### config.mk
export PLATFORM = sky130hd
export DESIGN_NAME = oad_decode
export DESIGN_NICKNAME = d
export VERILOG_FILES = /design/src/shared/oad_pkg.sv /design/src/hw/oad_cycles.sv /design/src/hw/oad_decode.sv
export VERILOG_INCLUDE_DIRS = /design/src /design/src/shared
export SDC_FILE = /design/constraint.sdc
export NUM_CORES = 1
export LEC_CHECK = 0
export BUFFER_PORTS_ARGS = -buffer_cell sky130_fd_sc_hd__buf_2
export CORE_UTILIZATION = 45
export CTS_CLUSTER_SIZE = 28
export DETAILED_ROUTE_END_ITERATION = 8
export GPL_ROUTABILITY_DRIVEN = 0
export PLACE_DENSITY = 0.69
export SLEW_MARGIN = 20
export SYNTH_ARGS = -nofsm -noshare
export SYNTH_HDL_FRONTEND = slang
export SYNTH_HIERARCHICAL = 1
export SYNTH_SLANG_ARGS = --single-unit
### constraint.sdc
create_clock -name clk -period 11.9 [get_ports clk]
set_input_delay 2.38 -clock clk [delete_from_list [all_inputs] [get_ports clk]]
set_output_delay 2.38 -clock clk [all_outputs]
set_load 0.05 [all_outputs]
### src/shared/oad_defs.svh
`ifndef OAD_DEFS_SVH
`define OAD_DEFS_SVH
// Addressing-form codes
`define OAD_FORM_NODISP 2'b00
`define OAD_FORM_DISP8 2'b01
`define OAD_FORM_DISP16 2'b10
`define OAD_FORM_REG 2'b11
// Operand-select codes
`define OAD_SEL_BASE_SRC 3'b000
`define OAD_SEL_BASE_DST 3'b001
`define OAD_SEL_FRAME_SRC 3'b010
`define OAD_SEL_FRAME_DST 3'b011
`define OAD_SEL_SRC 3'b100
`define OAD_SEL_DST 3'b101
`define OAD_SEL_FRAME 3'b110
`define OAD_SEL_BASE 3'b111
// Segment codes and prefix pattern
`define OAD_SEG_EXTRA 2'b00
`define OAD_SEG_CODE 2'b01
`define OAD_SEG_STACK 2'b10
`define OAD_SEG_DATA 2'b11
`define OAD_PFX_HI 3'b001
`define OAD_PFX_LO 3'b110
// Opcodes
`define OAD_OP_LOOP_ZERO 8'hE1
`define OAD_OP_LOOP_NZERO 8'hE0
`define OAD_OP_FRAME 8'hC8
`define OAD_OP_OVTRAP 8'hCE
`define OAD_OP_RANGE 8'h62
`define OAD_OP_BUSHOLD 8'hF0
// Cycle counts
`define OAD_EA_CYC 8'h04
`define OAD_LOOP_NT 8'h06
`define OAD_LOOP_T 8'h10
`define OAD_FRAME_L0 8'h13
`define OAD_FRAME_L1 8'h1D
`define OAD_FRAME_LN 8'h1A
`define OAD_FRAME_PER 8'h14
`define OAD_TRAP_T 8'h30
`define OAD_TRAP_NT 8'h04
`define OAD_RANGE_MIN 8'h21
`define OAD_RANGE_MAX 8'h23
`define OAD_HOLD_CYC 8'h02
`define OAD_WORD_ADD 8'h04
`define OAD_ZERO16 16'h0000
`define OAD_ZERO8 8'h00
`endif

### src/shared/oad_pkg.sv
`default_nettype none
package oad_pkg;
    // Decoder sequencer states
    typedef enum logic [2:0] {
        OAD_IDLE = 3'b000,
        OAD_MODRM = 3'b001,
        OAD_DLO = 3'b010,
        OAD_DHI = 3'b011,
        OAD_DONE = 3'b100
    } oad_state_type;
    // Base register file snapshot from the execution unit
    typedef struct packed {
        logic [15:0] base_index_register;
        logic [15:0] frame_base_register;
        logic [15:0] source_index;
        logic [15:0] destination_index;
    } oad_regs_type;
    // Decoded operand result
    typedef struct packed {
        logic [15:0] effective_address;
        logic [1:0] segment;
        logic is_reg;
        logic [3:0] reg_num;
        logic valid;
    } oad_result_type;
    // Whole decoder state
    typedef struct packed {
        oad_state_type st;
        logic [1:0] form;
        logic [2:0] sel;
        logic [7:0] dlo;
        logic [15:0] disp;
        logic seg_ovr;
        logic [1:0] seg_code;
        logic wbit;
        logic string_dst;
        oad_result_type res;
    } oad_dec_type;
endpackage : oad_pkg
`default_nettype wire

### src/hw/oad_cycles.sv
`default_nettype none
`include "oad_defs.svh"
// Instruction cycle-count table; registered output
module oad_cycles (
    // Clock and reset
    input wire logic clk,
    input wire logic rst_n,
    // Query
    input wire logic [7:0] opcode,
    input wire logic taken,
    input wire logic [7:0] level,
    input wire logic word_op,
    input wire logic [1:0] mem_xfers,
    // Answer
    output logic [7:0] cycles_q,
    output logic known_q
);
    logic [7:0] base_d;
    logic known_d;
    logic [7:0] word_add;
    // Table lookup
    always_comb begin
        base_d = `OAD_ZERO8;
        known_d = 1'b1;
        unique case (opcode)
            `OAD_OP_LOOP_ZERO, `OAD_OP_LOOP_NZERO: begin
                base_d = taken ? `OAD_LOOP_T : `OAD_LOOP_NT; // [RULE15]
            end
            `OAD_OP_FRAME: begin
                // Level above one grows by a fixed step; 8-bit count wraps past level 12
                if (level == 8'h00) base_d = `OAD_FRAME_L0; // [RULE16]
                else if (level == 8'h01) base_d = `OAD_FRAME_L1; // [RULE16]
                else base_d = 8'(`OAD_FRAME_LN + `OAD_FRAME_PER * (level - 8'h01)); // [RULE16]
            end
            `OAD_OP_OVTRAP: begin
                base_d = taken ? `OAD_TRAP_T : `OAD_TRAP_NT; // [RULE17]
            end
            `OAD_OP_RANGE: begin
                // Worst case reported; the true figure varies within the range
                base_d = `OAD_RANGE_MAX; // [RULE18]
            end
            `OAD_OP_BUSHOLD: begin
                base_d = `OAD_HOLD_CYC; // [RULE19]
            end
            default: begin
                known_d = 1'b0;
            end
        endcase
    end
    // Word penalty per memory transfer
    assign word_add = word_op ? 8'(`OAD_WORD_ADD * mem_xfers) : `OAD_ZERO8; // [RULE20]
    // Result register
    always_ff @(posedge clk) begin
        if (!rst_n) begin
            cycles_q <= `OAD_ZERO8;
            known_q <= 1'b0;
        end else begin
            cycles_q <= 8'(base_d + word_add);
            known_q <= known_d;
        end
    end
    range_bounds_a: assert property (@(posedge clk) disable iff (!rst_n)
        known_q && $past(opcode) == `OAD_OP_RANGE && !$past(word_op)
        |-> cycles_q >= `OAD_RANGE_MIN && cycles_q <= `OAD_RANGE_MAX) // [RULE18]
        else $error("range check cycles out of bounds");
endmodule // oad_cycles
`default_nettype wire

### src/hw/oad_decode.sv
// Contract
// RULE1 - Form 11 selects a register operand
// RULE2 - Form 00 means zero displacement
// RULE3 - Form 00 select 110: direct 16-bit address
// RULE4 - Form 01: one byte, sign-extended
// RULE5 - Form 10: two bytes, low first
// RULE6 - Selects 000, 010, 011 address sums
// RULE7 - Select 111 is base index plus displacement
// RULE8 - Selects 001, 100, 101, 110 customary sums
// RULE9 - Displacement follows second instruction byte
// RULE10 - Address calculation costs four cycles
// RULE11 - Override prefix maps segment codes
// RULE12 - Register field picks word or byte register
// RULE13 - Frame base addresses default to stack
// RULE14 - String destination always uses extra segment
// RULE15 - Conditional loops take 6 or 16
// RULE16 - Frame setup 19, 29, 26 plus 20n
// RULE17 - Overflow trap 48 taken, 4 not
// RULE18 - Range check 33 to 35 cycles
// RULE19 - Bus-hold prefix recognised, 2 cycles
// RULE20 - Word operations add 4 per transfer
`default_nettype none
`include "oad_defs.svh"
module oad_decode (
    // Clock and reset
    input wire logic clk,
    input wire logic rst_n,
    // Instruction byte stream
    input wire logic byte_valid,
    input wire logic [7:0] byte_data,
    input wire logic first_byte,
    // Operation context
    input wire logic word_op,
    input wire logic string_dst,
    input wire oad_pkg::oad_regs_type regs,
    // Cycle query
    input wire logic taken,
    input wire logic [7:0] level,
    input wire logic [1:0] mem_xfers,
    // Decoded operand
    output oad_pkg::oad_result_type result_q,
    output logic prefix_q,
    output logic bushold_q,
    output logic [7:0] ea_cycles_q,
    output logic [7:0] op_cycles_q,
    output logic op_known_q
);
    oad_pkg::oad_dec_type s_q, s_d;
    logic [7:0] opcode_q;
    logic pfx_q, pfx_d;
    logic hold_q, hold_d;
    logic [7:0] eac_q, eac_d;

    // Segment override prefix detector, used only by the idle state
    function automatic logic is_seg_pfx(input logic [7:0] b);
        return b[7:5] == `OAD_PFX_HI && b[2:0] == `OAD_PFX_LO; // [RULE11]
    endfunction

    // Base plus index sum per operand-select code
    function automatic logic [15:0] base_sum(input logic [2:0] sel,
                                             input oad_pkg::oad_regs_type r);
        logic [15:0] v;
        v = `OAD_ZERO16;
        unique case (sel)
            `OAD_SEL_BASE_SRC: v = 16'(r.base_index_register + r.source_index); // [RULE6]
            `OAD_SEL_BASE_DST: v = 16'(r.base_index_register + r.destination_index); // [RULE8]
            `OAD_SEL_FRAME_SRC: v = 16'(r.frame_base_register + r.source_index); // [RULE6]
            `OAD_SEL_FRAME_DST: v = 16'(r.frame_base_register + r.destination_index); // [RULE6]
            `OAD_SEL_SRC: v = r.source_index; // [RULE8]
            `OAD_SEL_DST: v = r.destination_index; // [RULE8]
            `OAD_SEL_FRAME: v = r.frame_base_register; // [RULE8]
            `OAD_SEL_BASE: v = r.base_index_register; // [RULE7]
        endcase
        return v;
    endfunction

    // Default segment: frame base forms use stack, others data
    function automatic logic [1:0] dflt_seg(input logic [2:0] sel);
        logic uses_frame;
        uses_frame = sel == `OAD_SEL_FRAME_SRC || sel == `OAD_SEL_FRAME_DST
            || sel == `OAD_SEL_FRAME;
        return uses_frame ? `OAD_SEG_STACK : `OAD_SEG_DATA; // [RULE13]
    endfunction

    // Sequencer next state
    always_comb begin
        logic direct;
        logic [15:0] ea;
        logic [1:0] seg;
        direct = 1'b0;
        ea = `OAD_ZERO16;
        seg = `OAD_SEG_DATA;
        s_d = s_q;
        s_d.res.valid = 1'b0;
        pfx_d = 1'b0;
        hold_d = 1'b0;
        eac_d = eac_q;
        unique case (s_q.st)
            oad_pkg::OAD_IDLE: begin
                // Prefixes accumulate; the opcode byte moves on to the addressing byte
                if (byte_valid && first_byte) begin
                    if (is_seg_pfx(byte_data)) begin
                        s_d.seg_ovr = 1'b1;
                        s_d.seg_code = byte_data[4:3]; // [RULE11]
                        pfx_d = 1'b1;
                    end else if (byte_data == `OAD_OP_BUSHOLD) begin
                        pfx_d = 1'b1; // [RULE19]
                        hold_d = 1'b1; // [RULE19]
                    end else begin
                        s_d.wbit = word_op;
                        s_d.string_dst = string_dst;
                        s_d.st = oad_pkg::OAD_MODRM;
                    end
                end
            end
            oad_pkg::OAD_MODRM: begin
                // Second byte; displacement bytes come right after it
                if (byte_valid) begin
                    s_d.form = byte_data[7:6];
                    s_d.sel = byte_data[2:0];
                    s_d.disp = `OAD_ZERO16; // [RULE2]
                    direct = byte_data[7:6] == `OAD_FORM_NODISP
                        && byte_data[2:0] == `OAD_SEL_FRAME;
                    if (byte_data[7:6] == `OAD_FORM_DISP8
                        || byte_data[7:6] == `OAD_FORM_DISP16 || direct)
                        s_d.st = oad_pkg::OAD_DLO; // [RULE9]
                    else
                        s_d.st = oad_pkg::OAD_DONE; // [RULE2]
                end
            end
            oad_pkg::OAD_DLO: begin
                if (byte_valid) begin
                    s_d.dlo = byte_data;
                    if (s_q.form == `OAD_FORM_DISP8) begin
                        s_d.disp = {{8{byte_data[7]}}, byte_data}; // [RULE4]
                        s_d.st = oad_pkg::OAD_DONE;
                    end else begin
                        s_d.st = oad_pkg::OAD_DHI; // [RULE5]
                    end
                end
            end
            oad_pkg::OAD_DHI: begin
                if (byte_valid) begin
                    s_d.disp = {byte_data, s_q.dlo}; // [RULE3] [RULE5]
                    s_d.st = oad_pkg::OAD_DONE;
                end
            end
            oad_pkg::OAD_DONE: begin
                // Resolve address and segment, publish one-cycle result
                direct = s_q.form == `OAD_FORM_NODISP && s_q.sel == `OAD_SEL_FRAME;
                ea = direct ? s_q.disp : 16'(base_sum(s_q.sel, regs) + s_q.disp); // [RULE3]
                seg = direct ? `OAD_SEG_DATA : dflt_seg(s_q.sel); // [RULE13]
                if (s_q.seg_ovr) seg = s_q.seg_code; // [RULE11]
                // Override cannot move a string destination
                if (s_q.string_dst) seg = `OAD_SEG_EXTRA; // [RULE14]
                s_d.res.is_reg = s_q.form == `OAD_FORM_REG; // [RULE1]
                s_d.res.reg_num = {s_q.wbit, s_q.sel}; // [RULE12]
                s_d.res.effective_address = s_q.form == `OAD_FORM_REG ? `OAD_ZERO16 : ea;
                s_d.res.segment = seg;
                s_d.res.valid = 1'b1;
                eac_d = s_q.form == `OAD_FORM_REG ? `OAD_ZERO8 : `OAD_EA_CYC; // [RULE10]
                s_d.seg_ovr = 1'b0;
                s_d.st = oad_pkg::OAD_IDLE;
            end
            default: begin
                s_d.st = oad_pkg::OAD_IDLE;
            end
        endcase
    end

    // State registers
    always_ff @(posedge clk) begin
        if (!rst_n) begin
            s_q <= '0;
            opcode_q <= `OAD_ZERO8;
            pfx_q <= 1'b0;
            hold_q <= 1'b0;
            eac_q <= `OAD_ZERO8;
        end else begin
            s_q <= s_d;
            pfx_q <= pfx_d;
            hold_q <= hold_d;
            eac_q <= eac_d;
            if (byte_valid && first_byte) opcode_q <= byte_data;
        end
    end

    // Cycle table for the latest opcode
    oad_cycles u_cycles (
        .clk(clk),
        .rst_n(rst_n),
        .opcode(opcode_q),
        .taken(taken),
        .level(level),
        .word_op(word_op),
        .mem_xfers(mem_xfers),
        .cycles_q(op_cycles_q),
        .known_q(op_known_q)
    );

    assign result_q = s_q.res;
    assign prefix_q = pfx_q;
    assign bushold_q = hold_q;
    assign ea_cycles_q = eac_q;

    // Checks
    reg_form_a: assert property (@(posedge clk) disable iff (!rst_n)
        result_q.valid && result_q.is_reg |-> result_q.effective_address == 16'h0000) // [RULE1]
        else $error("register form gave an address");
    nodisp_done_a: assert property (@(posedge clk) disable iff (!rst_n)
        s_q.st == oad_pkg::OAD_MODRM && byte_valid && byte_data[7:6] == 2'b00
        && byte_data[2:0] != 3'b110 |=> s_q.st == oad_pkg::OAD_DONE) // [RULE2]
        else $error("form 00 fetched displacement");
    direct_ea_a: assert property (@(posedge clk) disable iff (!rst_n)
        s_q.st == oad_pkg::OAD_DONE && s_q.form == 2'b00 && s_q.sel == 3'b110
        |=> result_q.effective_address == $past(s_q.disp)) // [RULE3]
        else $error("direct address not taken from displacement");
    sign_ext_a: assert property (@(posedge clk) disable iff (!rst_n)
        s_q.st == oad_pkg::OAD_DLO && s_q.form == 2'b01 && byte_valid
        |=> s_q.disp[15:8] == {8{s_q.disp[7]}} && s_q.st == oad_pkg::OAD_DONE) // [RULE4]
        else $error("short displacement not sign-extended");
    ea_cost_a: assert property (@(posedge clk) disable iff (!rst_n)
        result_q.valid && !result_q.is_reg |-> ea_cycles_q == 8'h04) // [RULE10]
        else $error("address cost not four cycles");
    string_seg_a: assert property (@(posedge clk) disable iff (!rst_n)
        s_q.st == oad_pkg::OAD_DONE && s_q.string_dst |=> result_q.segment == 2'b00) // [RULE14]
        else $error("string destination left extra segment");
    stack_seg_a: assert property (@(posedge clk) disable iff (!rst_n)
        s_q.st == oad_pkg::OAD_DONE && !s_q.seg_ovr && !s_q.string_dst
        && s_q.form != 2'b00 && s_q.sel == 3'b110 |=> result_q.segment == 2'b10) // [RULE13]
        else $error("frame base not on stack segment");
    hold_pfx_a: assert property (@(posedge clk) disable iff (!rst_n)
        s_q.st == oad_pkg::OAD_IDLE && byte_valid && first_byte && byte_data == 8'hF0
        |=> prefix_q && bushold_q ##1 op_cycles_q == 8'h02) // [RULE19]
        else $error("bus-hold prefix not recognised");
endmodule // oad_decode
`default_nettype wire

Yosys cells after proc, flatten, opt, wreduce, memory -nomap -nowiden
Cells that the tools add are included.
Storage, ports and cells
  flip-flop bits (word level): 88
  input bits: 89
  logic and storage cells: 131
Cells by class
  add/subtract/negate cells: 8
  $mul: 1
  equality and inequality tests: 33
  mux-type cells: 38
  bitwise logic cells: 5
  reduce and logical (&&, ||, !) cells: 26
Operators by type and width (number)
  one-hot mux 16 bit (8 select lines): 1
  two-way mux 16 bit: 7
  adder 16 bit: 5
  == test 8 bit, second input constant: 6
  one-hot mux 16 bit (3 select lines): 1
  one-hot mux 8 bit (5 select lines): 1
  two-way mux 3 bit: 9
  two-way mux 8 bit: 3
  == test 3 bit, second input constant: 6
  inequality test 2 bit, second input constant: 8
  == test 3 x 2 -> 1 bit, second input constant: 4
  one-hot mux 3 bit (4 select lines): 1
  two-way mux 5 bit: 2
  == test 3 x 1 -> 1 bit, second input constant: 3
  AND reduction 3 bit: 3
  adder 5 x 8 -> 8 bit, first input constant: 1
  adder 8 bit: 1
  == test 8 x 1 -> 1 bit, second input constant: 1
  == test 8 x 7 -> 1 bit, second input constant: 1
  zero test 8 bit: 1
  multiplier 3 x 8 -> 6 bit, first input constant: 1
  two-way mux 2 bit: 4
  subtractor 8 x 1 -> 8 bit, second input constant: 1
  zero test 3 bit: 2
  19 further kinds: 38

Longest topological paths before layout
Gate-level depths: netlist (run 1).
  depth after elaboration: 7
  mapped depth: 24
  gate-level depth less buffers: 23

Cells and area by module
Netlist (run 1), hierarchy kept.
Modules (own cells, without submodules)
  oad_decode: instances 1, cells an instance 757, area an instance 6276.0 µm², seq. area each 1441.4 µm²
  oad_cycles: instances 1, cells an instance 96, area an instance 884.6 µm², seq. area each 180.2 µm²

Worst setup path after synthesis (run 1)
No wires, ideal clock.
  path type: in2reg
  start: in regs[50] in the netlist's numbering
  end: reg s_q, in the netlist result_q[23]
  arrival time: 5905 ps
  data required time: 11775 ps
  setup slack: 5870 ps
  stages: 17
  buffers on the path: 0
  path through: mux2_2 -> ha_1 -> and3_1 -> a221o_1 -> o2111ai_2 -> nand2_1 -> a21o_1 -> a21o_1 -> xor2_1 -> a211oi_1 -> a21oi_1 -> ha_1 -> nand2_1 -> o311ai_0 -> a211o_1 -> nor4b_1 -> nand2_1
Between the ends
  word-level cells in the longest chain between the ends: 6
  elaborated cells on any way between the ends: 7
  those cells by class: add/sub: 3; mux: 4
Ends and longest elaborated chain
  start, declared: line oad_decode.sv:35  | input wire oad_pkg::oad_regs_type regs,
  adder 16 bit (on tied branches): line oad_decode.sv:66, oad_decode.sv:65
  one-hot mux 16 bit (8 select lines) *: line oad_decode.sv:64  | unique case (sel)
  two-way mux 16 bit *: line oad_decode.sv:98  | unique case (s_q.st)
  adder 16 bit *: line oad_decode.sv:151  | ea = direct ? s_q.disp : 16'(base_sum(s_q.sel, regs) + s_q.disp);
  two-way mux 16 bit *: line oad_decode.sv:151
  two-way mux 16 bit *: line oad_decode.sv:158  | s_d.res.effective_address = s_q.form == `OAD_FORM_REG ? `OAD_ZERO16 : ea;
  end signal, assigned: line oad_decode.sv:174  | s_q <= '0;
  end signal, assigned: line oad_decode.sv:180  | s_q <= s_d;
  end, declared: line oad_decode.sv:48  | oad_pkg::oad_dec_type s_q, s_d;
Every way passes the cells marked *; elsewhere a longest branch is shown, timed or not. The select of a mux whose other input is x is not followed.
A chain may end at the register's enable or synchronous reset.

Worst setup path after layout (run 1)
  start: in regs[33] in the netlist's numbering
  end: reg s_q, in the netlist result_q[23]
Between the ends
  word-level cells in the longest chain between the ends: 6
  elaborated cells on any way between the ends: 7
  those cells by class: add/sub: 3; mux: 4
Ends and longest elaborated chain (line)
  adder 16 bit (on tied branches): oad_decode.sv:68, oad_decode.sv:67
  one-hot mux 16 bit (8 select lines) *: oad_decode.sv:64
  two-way mux 16 bit *: oad_decode.sv:98
  adder 16 bit *: oad_decode.sv:151
  two-way mux 16 bit *: oad_decode.sv:151
  two-way mux 16 bit *: oad_decode.sv:158
Marks and branches as above.

==> results.sh, run 1 <==
export IMPL_yosys_area_top_type="dfxtp_1"
export IMPL_worstHoldStart="ea_cycles_q[2]"
export IMPL_pin_count=132
export IMPL_antenna_found_initial=0
export IMPL_viasPerCell=5.54
export IMPL_critPathCaptureType="flop"
export IMPL_hold_viol_final=0
export IMPL_drive_gt1_share_pct=23.1
export IMPL_finalCritPeriodShare_pct=53.9
export IMPL_min_path_type="flop to flop"
export IMPL_drv_cap=0
export IMPL_clock_skew_ns=0.00595
export IMPL_ys_warn_count=6
export IMPL_grt_pass1_wl_mm=28.6
export IMPL_antenna_cells=0
export IMPL_start_util_pct=46.6
export IMPL_groute_usage_overall_pct=21.8
export IMPL_min_path_cells=2
export IMPL_multiInputGateArea_sq_um=5060
export IMPL_die_x_microns=128
export IMPL_design_power_total_w=0.000882
export IMPL_r2r_slack_ns=5.71
export IMPL_slowest_stage="a311oi_1"
export IMPL_numCtsBuffers=9
export IMPL_worst_hold_slack_ns=0.443
export IMPL_grt_ovfl_total=0
export IMPL_worstSkewPairLatency_ns=0.34
export IMPL_routed_wl_mm=17.5
export IMPL_drv_slew=0
export IMPL_ys_types=82
export IMPL_netlist_area_sq_um=7160
export IMPL_nNetsFinal=1083
export IMPL_min_to="ea_cycles_q[2]"
export IMPL_ir_drop_uv=71.0
export IMPL_status="finished clean"
export IMPL_ys_dominant_reg_cell="dfxtp_1"
export IMPL_ys_ff_latch=81
export IMPL_synthArstFlopShare_pct=0
export IMPL_core_sq_um=15400
export IMPL_grt_max_degree=61
export IMPL_leakage_nw=3.50
export IMPL_cts_setup_buffers=0
export IMPL_final_min_clock_period_ns=6.42
export IMPL_r2r_start="s_q[53]"
export IMPL_rsz0062_at_grt="no"
export IMPL_port_buffers=124
export IMPL_critPathMaxStageDelay_ns=0.70
export IMPL_cp_num_cells=20
export IMPL_setup_viol_count_final=0
export IMPL_row_count=45
export IMPL_synth_area_leaders="dfxtp_1 (23%), ha_1 (10%), nand2_1 (5.6%)"
export IMPL_reg2regPathDepth=23
export IMPL_path_cells="buf_2 -> mux2_2 -> ha_1 -> a211oi_1 -> o21ai_0 -> nand2_1 -> a311oi_1 -> a21o_1 -> a21oi_1 -> xor2_1 -> or3_1 -> o311ai_0 -> ha_1 -> nand2_1 -> nor2_1 -> a21oi_1 -> o311ai_0 -> nor4b_1 -> nor4b_1 -> nand2_1"
export IMPL_cts_hold_buf=0
export IMPL_path_max_fanout=4
export IMPL_synth_top_cell_area_share_pct=22.6
export IMPL_arrival_ns=6.64
export IMPL_r2r_end="result_q[23]"
export IMPL_drtAntennaViolNets=0
export IMPL_drt_iter0_drc=325
export IMPL_seq_area_sq_um=1620
export IMPL_clkTransAtPathRegs_ns=0.06
export IMPL_cp_num_buf_inv=1
export IMPL_htreeDepth=3
export IMPL_powerDensity_nw_per_um2=109
export IMPL_worstPathRequired_ns=12.12
export IMPL_finalSetupTns_ns=0
export IMPL_seq_area_frac_synth_pct=22.6
export IMPL_clock_sinks=81
export IMPL_synth_edf_count=0
export IMPL_path_class="input pin to flop"
export IMPL_worst_pin_slew_ns=1.05
export IMPL_post_route_drc_count=0
export IMPL_fillers=1442
export IMPL_detail_route_wl_per_cell_microns=15.3
export IMPL_postCtsResizedCells=0
export IMPL_crit_family="compound AO/OA/AOI/OAI gates"
export IMPL_critPathMostFrequentCell="nand2_1"
export IMPL_place_inst=1130
export IMPL_cts_tree="done"
export IMPL_clockBufferDepth=2
export IMPL_dieArea_sq_um=16400
export IMPL_drtPass1Iterations=5
export IMPL_final_cells=1146
export IMPL_syn_area_per_cell_sq_um=8.39
export IMPL_hpwl_mm=13.6
export IMPL_fmax_mhz=156
export IMPL_maxSlewHeadroom_pct=30.3
export IMPL_cts_root_buffer="clkbuf_16"
export IMPL_startpoint_type="input pin"
export IMPL_first_global_vias=5799
export IMPL_area_delta_synth_final_pct=12.5
export IMPL_dr_total_vias=6348
export IMPL_synthCells=853
export IMPL_die_height_microns=128
## per-layer routing
metal	track usage (%)	vias to the layer above	wire [microns]
met5	0	-	0
met4	6.57	0	276
met3	2.30	18	888
met2	35.3	182	7740
met1	30.5	2942	8600
li1	-	3206	-
## logic make-up (layout without fill, tap and decap cells)
logic type,Yosys count,after routing,synth area share (%)
simple gates,266,266,19.2
mux,66,66,12.5
other cells,1,7,0.0524
fa+ha+maj,64,64,11.7
compound gates,231,231,21.6
xor+xnor,42,42,5.33
buf+inv,102,178,7.01
flops,81,81,22.6
## through the flow
| step | utilization, % | area (sq um) | worst slack [ns] |
|---|---|---|---|
| after floorplan | - | 7180 | 5.87 |
| after global placement | 50.3 | 7740 | 5.37 |
| after detailed placement | 50.3 | 7740 | 5.24 |
| after CTS | 52.4 | 8060 | 5.56 |
| after global routing | 52.4 | 8060 | 5.21 |
| final | 52.4 | 8060 | 5.48 |
## worst max path at each step
stage / slack (ns) / end / start
2_1_floorplan: 5.87 / result_q[23] / regs[50]
3_3_place_gp: 5.37 / result_q[23] / regs[50]
3_5_place_dp: 5.24 / result_q[23] / regs[33]
4_1_cts: 5.56 / result_q[23] / regs[33]
5_1_grt: 5.21 / result_q[23] / regs[50]
6_report: 5.48 / result_q[23] / regs[33]
## synthesized netlist by cell type (all sizes together), types with 3 or more instances
master / instances
o21a: 8
mux2i: 16
mux4: 15
o311ai: 3
and3: 12
nand2b: 8
fa: 5
nor3b: 5
a21oi: 61
a22oi: 9
nand4: 3
dfxtp: 81
a22o: 4
o21ai: 48
nor2b: 21
a21o: 15
nor4b: 4
buf: 39
nand2: 108
xor2: 14
nor2: 40
xnor2: 27
nand3b: 4
nand3: 7
o31ai: 4
or2: 4
mux2: 35
a211oi: 9
o21bai: 3
nor3: 16
and2: 12
a32oi: 5
a21boi: 25
ha: 59
or4b: 3
inv: 32
and3b: 3
or3: 6
o22ai: 3
a31oi: 5
o211a: 8
clkbuf: 31
## tightest hold or removal path: stages, from the launching register on
cell     delay [ns]
dfxtp_1        0.31
nand2_1        0.05
nand2_1        0.04
## layout by cell type (no fill, tap or decap), types with 4 or more instances in the layout
cell type,instances
nor2_1,40
nor3_1,16
conb_1,7
mux2_2,35
nand2b_1,8
nand2_1,107
a21oi_1,61
or3_1,4
xor2_1,14
dfxtp_1,80
a22oi_1,9
fa_1,5
xnor2_1,27
mux4_2,15
a21boi_0,24
nand3_1,7
o211a_1,8
clkbuf_16,9
buf_4,6
and3_1,11
a22o_1,4
a32oi_1,5
nand3b_1,4
nor4b_1,4
o21ai_0,41
o21a_1,8
a21o_1,15
a31oi_1,5
a211oi_1,8
buf_2,124
mux2i_1,16
and2_1,12
o21ai_1,7
nor2b_1,20
o31ai_1,4
ha_1,59
inv_1,32
## state kept, by name, indices dropped and copies added (netlist names)
name	cells
u_cycles/cycles_q	8
opcode_q	8
result_q	24
prefix_q	1
ea_cycles_q	1
s_q	37
bushold_q	1
u_cycles/known_q	1
## power breakdown
group	leakage (nW)	internal, W	switching (W)
sequential	0.656	0.000278	0.00000830
clock	0.153	0.000185	0.000113
combinational	2.69	0.000131	0.000167
total	3.50	0.000594	0.000288
## cell type report
class | count | share of cell area, %
Inverter | 32 | 1.49
Multi-Input combinational cell | 676 | 62.9
Timing Repair Buffer | 130 | 8.26
Clock buffer | 10 | 2.84
Tap cell | 211 | 3.28
Clock inverter | 6 | 1.12
Sequential cell | 81 | 20.1
Note: power is estimated with default switching activity, not from simulation.
==> inputs of run 2 (changes only) <==
- clock period: 11.9 -> 6.43 ns (I/O delays scaled with it)
==> run 2 against run 1 <==
Net effect:
- largest power group is now the clock network
- cell area is 0.51% higher
- clock skew is 0.0015 ns lower
- worst setup slack worse by 4.4 ns
- cell count is 0.35% higher
- sequential power is 84% higher
- total power is 87% higher
- global-route usage hardly changed
- critical endpoint unchanged
==> results.sh, run 2 (same netlist as run 1, synthesis figures left out) <==
export IMPL_dr_total_vias=6302
export IMPL_fmax_mhz=186
export IMPL_clkTransAtPathRegs_ns=0.06
export IMPL_detail_route_wl_per_cell_microns=15.1
export IMPL_drv_slew=0
export IMPL_cts_hold_buf=0
export IMPL_pin_count=132
export IMPL_first_global_vias=5751
export IMPL_start_util_pct=46.6
export IMPL_max_flop_register="s_q"
export IMPL_die_height_microns=128
export IMPL_drt_iter0_drc=473
export IMPL_groute_usage_overall_pct=21.8
export IMPL_min_path_cells=2
export IMPL_postCtsResizedCells=0
export IMPL_largest_reg_flops=37
export IMPL_r2r_slack_ns=1.04
export IMPL_worstSkewPairLatency_ns=0.34
export IMPL_grt_max_degree=61
export IMPL_routed_wl_mm=17.4
export IMPL_row_count=45
export IMPL_port_buffers=124
export IMPL_setup_viol_count_final=0
export IMPL_core_sq_um=15400
export IMPL_nNetsFinal=1087
export IMPL_area_delta_synth_final_pct=13.1
export IMPL_ir_drop_uv=106
export IMPL_drtAntennaViolNets=0
export IMPL_maxSlewHeadroom_pct=37.8
export IMPL_dieArea_sq_um=16400
export IMPL_worstPathRequired_ns=6.64
export IMPL_drive_gt1_share_pct=23.4
export IMPL_fin_area_sq_um=8100
export IMPL_hpwl_mm=13.6
export IMPL_clock_skew_ns=0.00449
export IMPL_fillers=1470
export IMPL_final_min_clock_period_ns=5.39
export IMPL_startpoint_type="flop"
export IMPL_antenna_cells=0
export IMPL_finalSetupTns_ns=0
export IMPL_clockBufferDepth=2
export IMPL_worstHoldStart="ea_cycles_q[2]"
export IMPL_drtPass1Iterations=5
export IMPL_leakage_nw=3.53
export IMPL_final_common_cell="buf_2"
export IMPL_viasPerCell=5.48
export IMPL_hold_viol_final=0
export IMPL_drv_cap=0
export IMPL_slowest_stage="nor3b_4"
export IMPL_rsz0062_at_grt="no"
export IMPL_numCtsBuffers=9
export IMPL_reg2regPathDepth=23
export IMPL_cts_setup_buffers=0
export IMPL_dpl_cell_area_sq_um=7770
export IMPL_antenna_found_initial=0
export IMPL_finalCritPeriodShare_pct=83.8
export IMPL_grt_ovfl_total=0
export IMPL_htreeDepth=3
export IMPL_cts_tree="done"
export IMPL_clock_sinks=81
export IMPL_grt_pass1_wl_mm=28.8
export IMPL_cts_root_buffer="clkbuf_16"
export IMPL_path_max_fanout=15
export IMPL_layout_common_cells="buf_2 (124), nand2_1 (107), dfxtp_1 (80), a21oi_1 (61), ha_1 (59)"
export IMPL_die_x_microns=128
export IMPL_worst_pin_slew_ns=0.933
export IMPL_r2r_end="result_q[23]"
export IMPL_status="finished clean"
export IMPL_path_class="flop to flop"
export IMPL_critPathCaptureType="flop"
export IMPL_min_path_type="flop to flop"
export IMPL_min_to="ea_cycles_q[2]"
export IMPL_post_route_drc_count=0
export IMPL_path_cells="buf_4 -> nor3b_4 -> buf_4 -> mux2_2 -> ha_1 -> a21o_1 -> a21oi_1 -> and3b_1 -> a311oi_1 -> buf_4 -> a21o_1 -> a21oi_1 -> xor2_1 -> or3_1 -> o311ai_0 -> ha_1 -> nand2_1 -> nor2_1 -> a21oi_1 -> o311ai_0 -> nor4b_1 -> nor4b_1 -> nand2_1"
export IMPL_r2r_start="s_q[54]"
export IMPL_arrival_ns=5.60
export IMPL_critPathMaxStageDelay_ns=0.39
export IMPL_powerDensity_nw_per_um2=203
==> run 2: cell types whose count changed in the layout (fill, tap and decap cells not counted), sizes merged <==
cell      delta
clkinvlp     -1
buf          +4
clkbuf       +2
inv          -1
==> run 2: how the worst max path moves through the flow <==
stage / endpoint / slack [ns] / start / cells after the start
after floorplan: result_q[23] / 1.49 / regs[50] / 17
after global placement: result_q[23] / 1.01 / regs[50] / 18
after detailed placement: result_q[23] / 0.92 / regs[33] / 21
after CTS: result_q[23] / 1.07 / s_q[54] / 23
after global routing: result_q[23] / 0.60 / s_q[54] / 23
final: result_q[23] / 1.04 / s_q[54] / 23
==> run 2: critical path, delay by kind of cell (launching register included) <==
family / cells / cell delay [ns]
AO/OA/AOI/OAI: 8 / 1.38
XOR/XNOR: 1 / 0.08
adder cells (fa/ha/maj): 2 / 0.71
buffers and inverters: 3 / 0.73
flip-flops: 1 / 0.34
multiplexers: 1 / 0.36
AND/OR/NAND/NOR: 8 / 1.68
==> run 2: stage by stage <==
stage	total power (W)	setup WS (ns)	utilization, %	cells	hold slack [ns]
floorplan	0.000947	1.49	-	859	0.426
global placement	0.00108	1.01	50.5	1134	0.435
detailed placement	0.00109	0.916	50.5	1134	0.440
CTS	0.00165	1.07	52.7	1150	0.451
global route	0.00175	0.604	52.7	1150	0.474
finish	0.00165	1.04	52.7	1150	0.444
==> run 2: cell type report <==
cell class                 instances  area, sq um  area share, %
clock buffer                      12          256           3.17
tap                              211          264           3.26
timing repair buffer             134          696           8.59
multi-input combinational        676         5060           62.5
sequential                        81         1620           20.0
inverter                          32          120           1.48
clock inverter                     4         73.8          0.912
==> run 2: report_power, final <==
part / leakage, nW / internal [W] / total, W / switching [W]
Clock: 0.163 / 0.000362 / 0.000564 / 0.000202
Combinational: 2.72 / 0.000245 / 0.000554 / 0.000309
Sequential: 0.656 / 0.000515 / 0.000529 / 0.0000140
==> run 2: per-layer routing <==
| layer | GRT usage [%] | part of all wire, % |
|---|---|---|
| met5 | 0 | 0 |
| met3 | 3.26 | 5.1 |
| met4 | 4.71 | 0.89 |
| met2 | 34.5 | 43 |
| met1 | 31.3 | 51 |
==> inputs of run 3 (changes only) <==
- ABC_AREA: unset -> 1
- clock period: 6.43 -> 5.6 ns (I/O delays scaled with it)
==> run 3 against run 2 <==
Net effect:
- total power is 80% higher
- area after synthesis is 1.5% higher
- hold slack better by 0.015 ns
- non-clock buffer count is 6 lower
- via count is 21% higher
- cell area is 0.73% higher
- sequential cell count stayed put
- maximum frequency is 12% higher
- largest cell class unchanged
==> results.sh, run 3 <==
export IMPL_status="finished clean"
export IMPL_seq_area_sq_um=1620
export IMPL_largest_reg_flops=37
export IMPL_synth_area_leaders="dfxtp_1 (22%), nand2_1 (13%), ha_1 (10%)"
export IMPL_hold_viol_final=0
export IMPL_cts_tree="done"
export IMPL_drtPass1Iterations=6
export IMPL_critPathMaxStageDelay_ns=0.55
export IMPL_min_path_type="flop to flop"
export IMPL_area_delta_synth_final_pct=12.2
export IMPL_clock_skew_ns=0.00707
export IMPL_clockBufferDepth=2
export IMPL_core_sq_um=15800
export IMPL_antenna_found_initial=0
export IMPL_leakage_nw=4.07
export IMPL_finalSetupTns_ns=0
export IMPL_setup_viol_count_final=0
export IMPL_layout_common_cells="nand2_1 (256), inv_1 (130), buf_2 (124), o21ai_0 (100), a21oi_1 (100)"
export IMPL_row_count=46
export IMPL_busiest_layer="met2"
export IMPL_synth_edf_count=0
export IMPL_synth_top_cell_area_share_pct=22.3
export IMPL_gr_usage_met3_pct=3.43
export IMPL_ys_warn_count=6
export IMPL_max_flop_register="s_q"
export IMPL_seq_area_frac_synth_pct=22.3
export IMPL_rsz0062_at_grt="no"
export IMPL_netlist_area_sq_um=7270
export IMPL_fmax_mhz=207
export IMPL_pre_cts_ws_ns=0.754
export IMPL_detail_route_wl_per_cell_microns=14.3
export IMPL_ys_ff_latch=81
export IMPL_pin_count=132
export IMPL_die_height_microns=129
export IMPL_final_common_cell="nand2_1"
export IMPL_multiInputGateArea_sq_um=4750
export IMPL_synthCells=1120
export IMPL_grt_pass1_wl_mm=33.4
export IMPL_ys_dominant_reg_cell="dfxtp_1"
export IMPL_drive_gt1_share_pct=16.1
export IMPL_nNetsFinal=1352
export IMPL_maxSlewHeadroom_pct=30.5
export IMPL_critPathMostFrequentCell="nand2_1"
export IMPL_worstPathRequired_ns=5.79
export IMPL_drv_slew=0
export IMPL_drv_cap=0
export IMPL_path_class="flop to flop"
export IMPL_grt_max_degree=45
export IMPL_groute_usage_overall_pct=25.3
export IMPL_powerDensity_nw_per_um2=364
export IMPL_viasPerCell=5.35
export IMPL_startpoint_type="flop"
export IMPL_worstSkewPairLatency_ns=0.34
export IMPL_dr_total_vias=7598
export IMPL_grtUsageMet1_pct=33.6
export IMPL_ys_types=58
export IMPL_worst_pin_slew_ns=1.04
export IMPL_yosys_area_top_type="dfxtp_1"
export IMPL_numCtsBuffers=9
export IMPL_finalCritPeriodShare_pct=86.1
export IMPL_cts_hold_buf=0
export IMPL_clock_sinks=81
export IMPL_clkTransAtPathRegs_ns=0.06
export IMPL_ir_drop_uv=200
export IMPL_synth_top_cells_by_count="nand2_1 (256), inv_1 (130), a21oi_1 (100), o21ai_0 (100), nor2_1 (85)"
export IMPL_synth_most_common_cell="nand2_1"
export IMPL_setup_ws_ns=0.781
export IMPL_die_x_microns=129
export IMPL_cts_root_buffer="clkbuf_16"
export IMPL_slowest_stage="dfxtp_1"
export IMPL_start_util_pct=45.9
export IMPL_post_route_drc_count=0
export IMPL_postCtsResizedCells=0
export IMPL_drt_iter0_drc=521
export IMPL_cts_setup_buffers=0
export IMPL_fillers=1643
export IMPL_final_min_clock_period_ns=4.82
export IMPL_port_buffers=124
export IMPL_first_global_vias=6932
export IMPL_path_max_fanout=33
export IMPL_htreeDepth=3
export IMPL_arrival_ns=5.00
export IMPL_antenna_cells=0
export IMPL_dieArea_sq_um=16700
export IMPL_synthArstFlopShare_pct=0
export IMPL_grt_ovfl_total=0
export IMPL_grt_use_met2_pct=42.2
export IMPL_routed_wl_mm=20.4
export IMPL_syn_area_per_cell_sq_um=6.49
export IMPL_critPathCaptureType="flop"
export IMPL_drtAntennaViolNets=0
export IMPL_hpwl_mm=16.0
run 3: cell types whose count changed after synthesis, sizes merged, moves of 15 or more:
cell	delta
nand2	+156
xnor2	-20
a21boi	-23
mux2i	-16
a21oi	+41
mux4	-15
nand3	+52
o21ai	+59
mux2	-35
inv	+107
nor2b	-21
nor2	+55
run 3: final timing paths:
kind,startpoint,end,slack [ns],cells after the start
worst max-delay path,s_q[55],result_q[23],0.78,33
worst max register to register,s_q[55],result_q[23],0.78,33
worst min-delay path,ea_cycles_q[2],ea_cycles_q[2],0.46,2
worst min register to register,ea_cycles_q[2],ea_cycles_q[2],0.46,2
run 3: critical path, delay by kind of cell, from the launching register on:
| family | cells | cell delay (ns) |
|---|---|---|
| XOR/XNOR | 1 | 0.11 |
| buffers and inverters | 4 | 0.32 |
| flip-flops | 1 | 0.55 |
| adder cells (fa/ha/maj) | 3 | 0.92 |
| AND/OR/NAND/NOR | 21 | 2.24 |
| AO/OA/AOI/OAI | 4 | 0.49 |
run 3: cell type report:
type	count	area share, %
multi-input cells	839	58.2
repair buffers	128	7.98
flip-flops and latches	81	19.9
inverters	140	6.44
clock inverters	5	1.04
well taps	216	3.31
clock buffers	11	3.10
run 3: metal layers:
layer | up-vias | wire length [microns]
met1 | 3449 | 9320
met3 | 37 | 1100
met5 | - | 0
met4 | 0 | 520
li1 | 3884 | -
met2 | 228 | 9440
run 3: report_power, final:
group | internal (W) | switching (W) | total [W] | leakage, nW
clock | 0.000418 | 0.000238 | 0.000656 | 0.163
sequential | 0.000653 | 0.0000792 | 0.000733 | 0.658
combinational | 0.000570 | 0.00101 | 0.00158 | 3.25
total | 0.00164 | 0.00133 | 0.00297 | 4.07
run 3: stage by stage:
stage | hold slack (ns) | total power [W] | instance area [sq um] | instances | util (%)
final | 0.459 | 0.00297 | 8160 | 1420 | 51.5
after CTS | 0.462 | 0.00297 | 8160 | 1420 | 51.5
after global placement | 0.444 | 0.00229 | 7820 | 1404 | 49.4
after floorplan | 0.430 | 0.00197 | 7290 | 1126 | -
after global routing | 0.481 | 0.00324 | 8160 | 1420 | 51.5
after detailed placement | 0.453 | 0.00230 | 7820 | 1404 | 49.4
run 3: kinds of logic after synthesis:
logic type | synth area share (%)
XOR/XNOR | 2.53
adder cells (fa/ha/maj) | 11.5
flip-flops | 22.3
AO/OA/AOI/OAI | 23.8
AND/OR/NAND/NOR | 27.1
other | 0.0516
buffers and inverters | 12.6
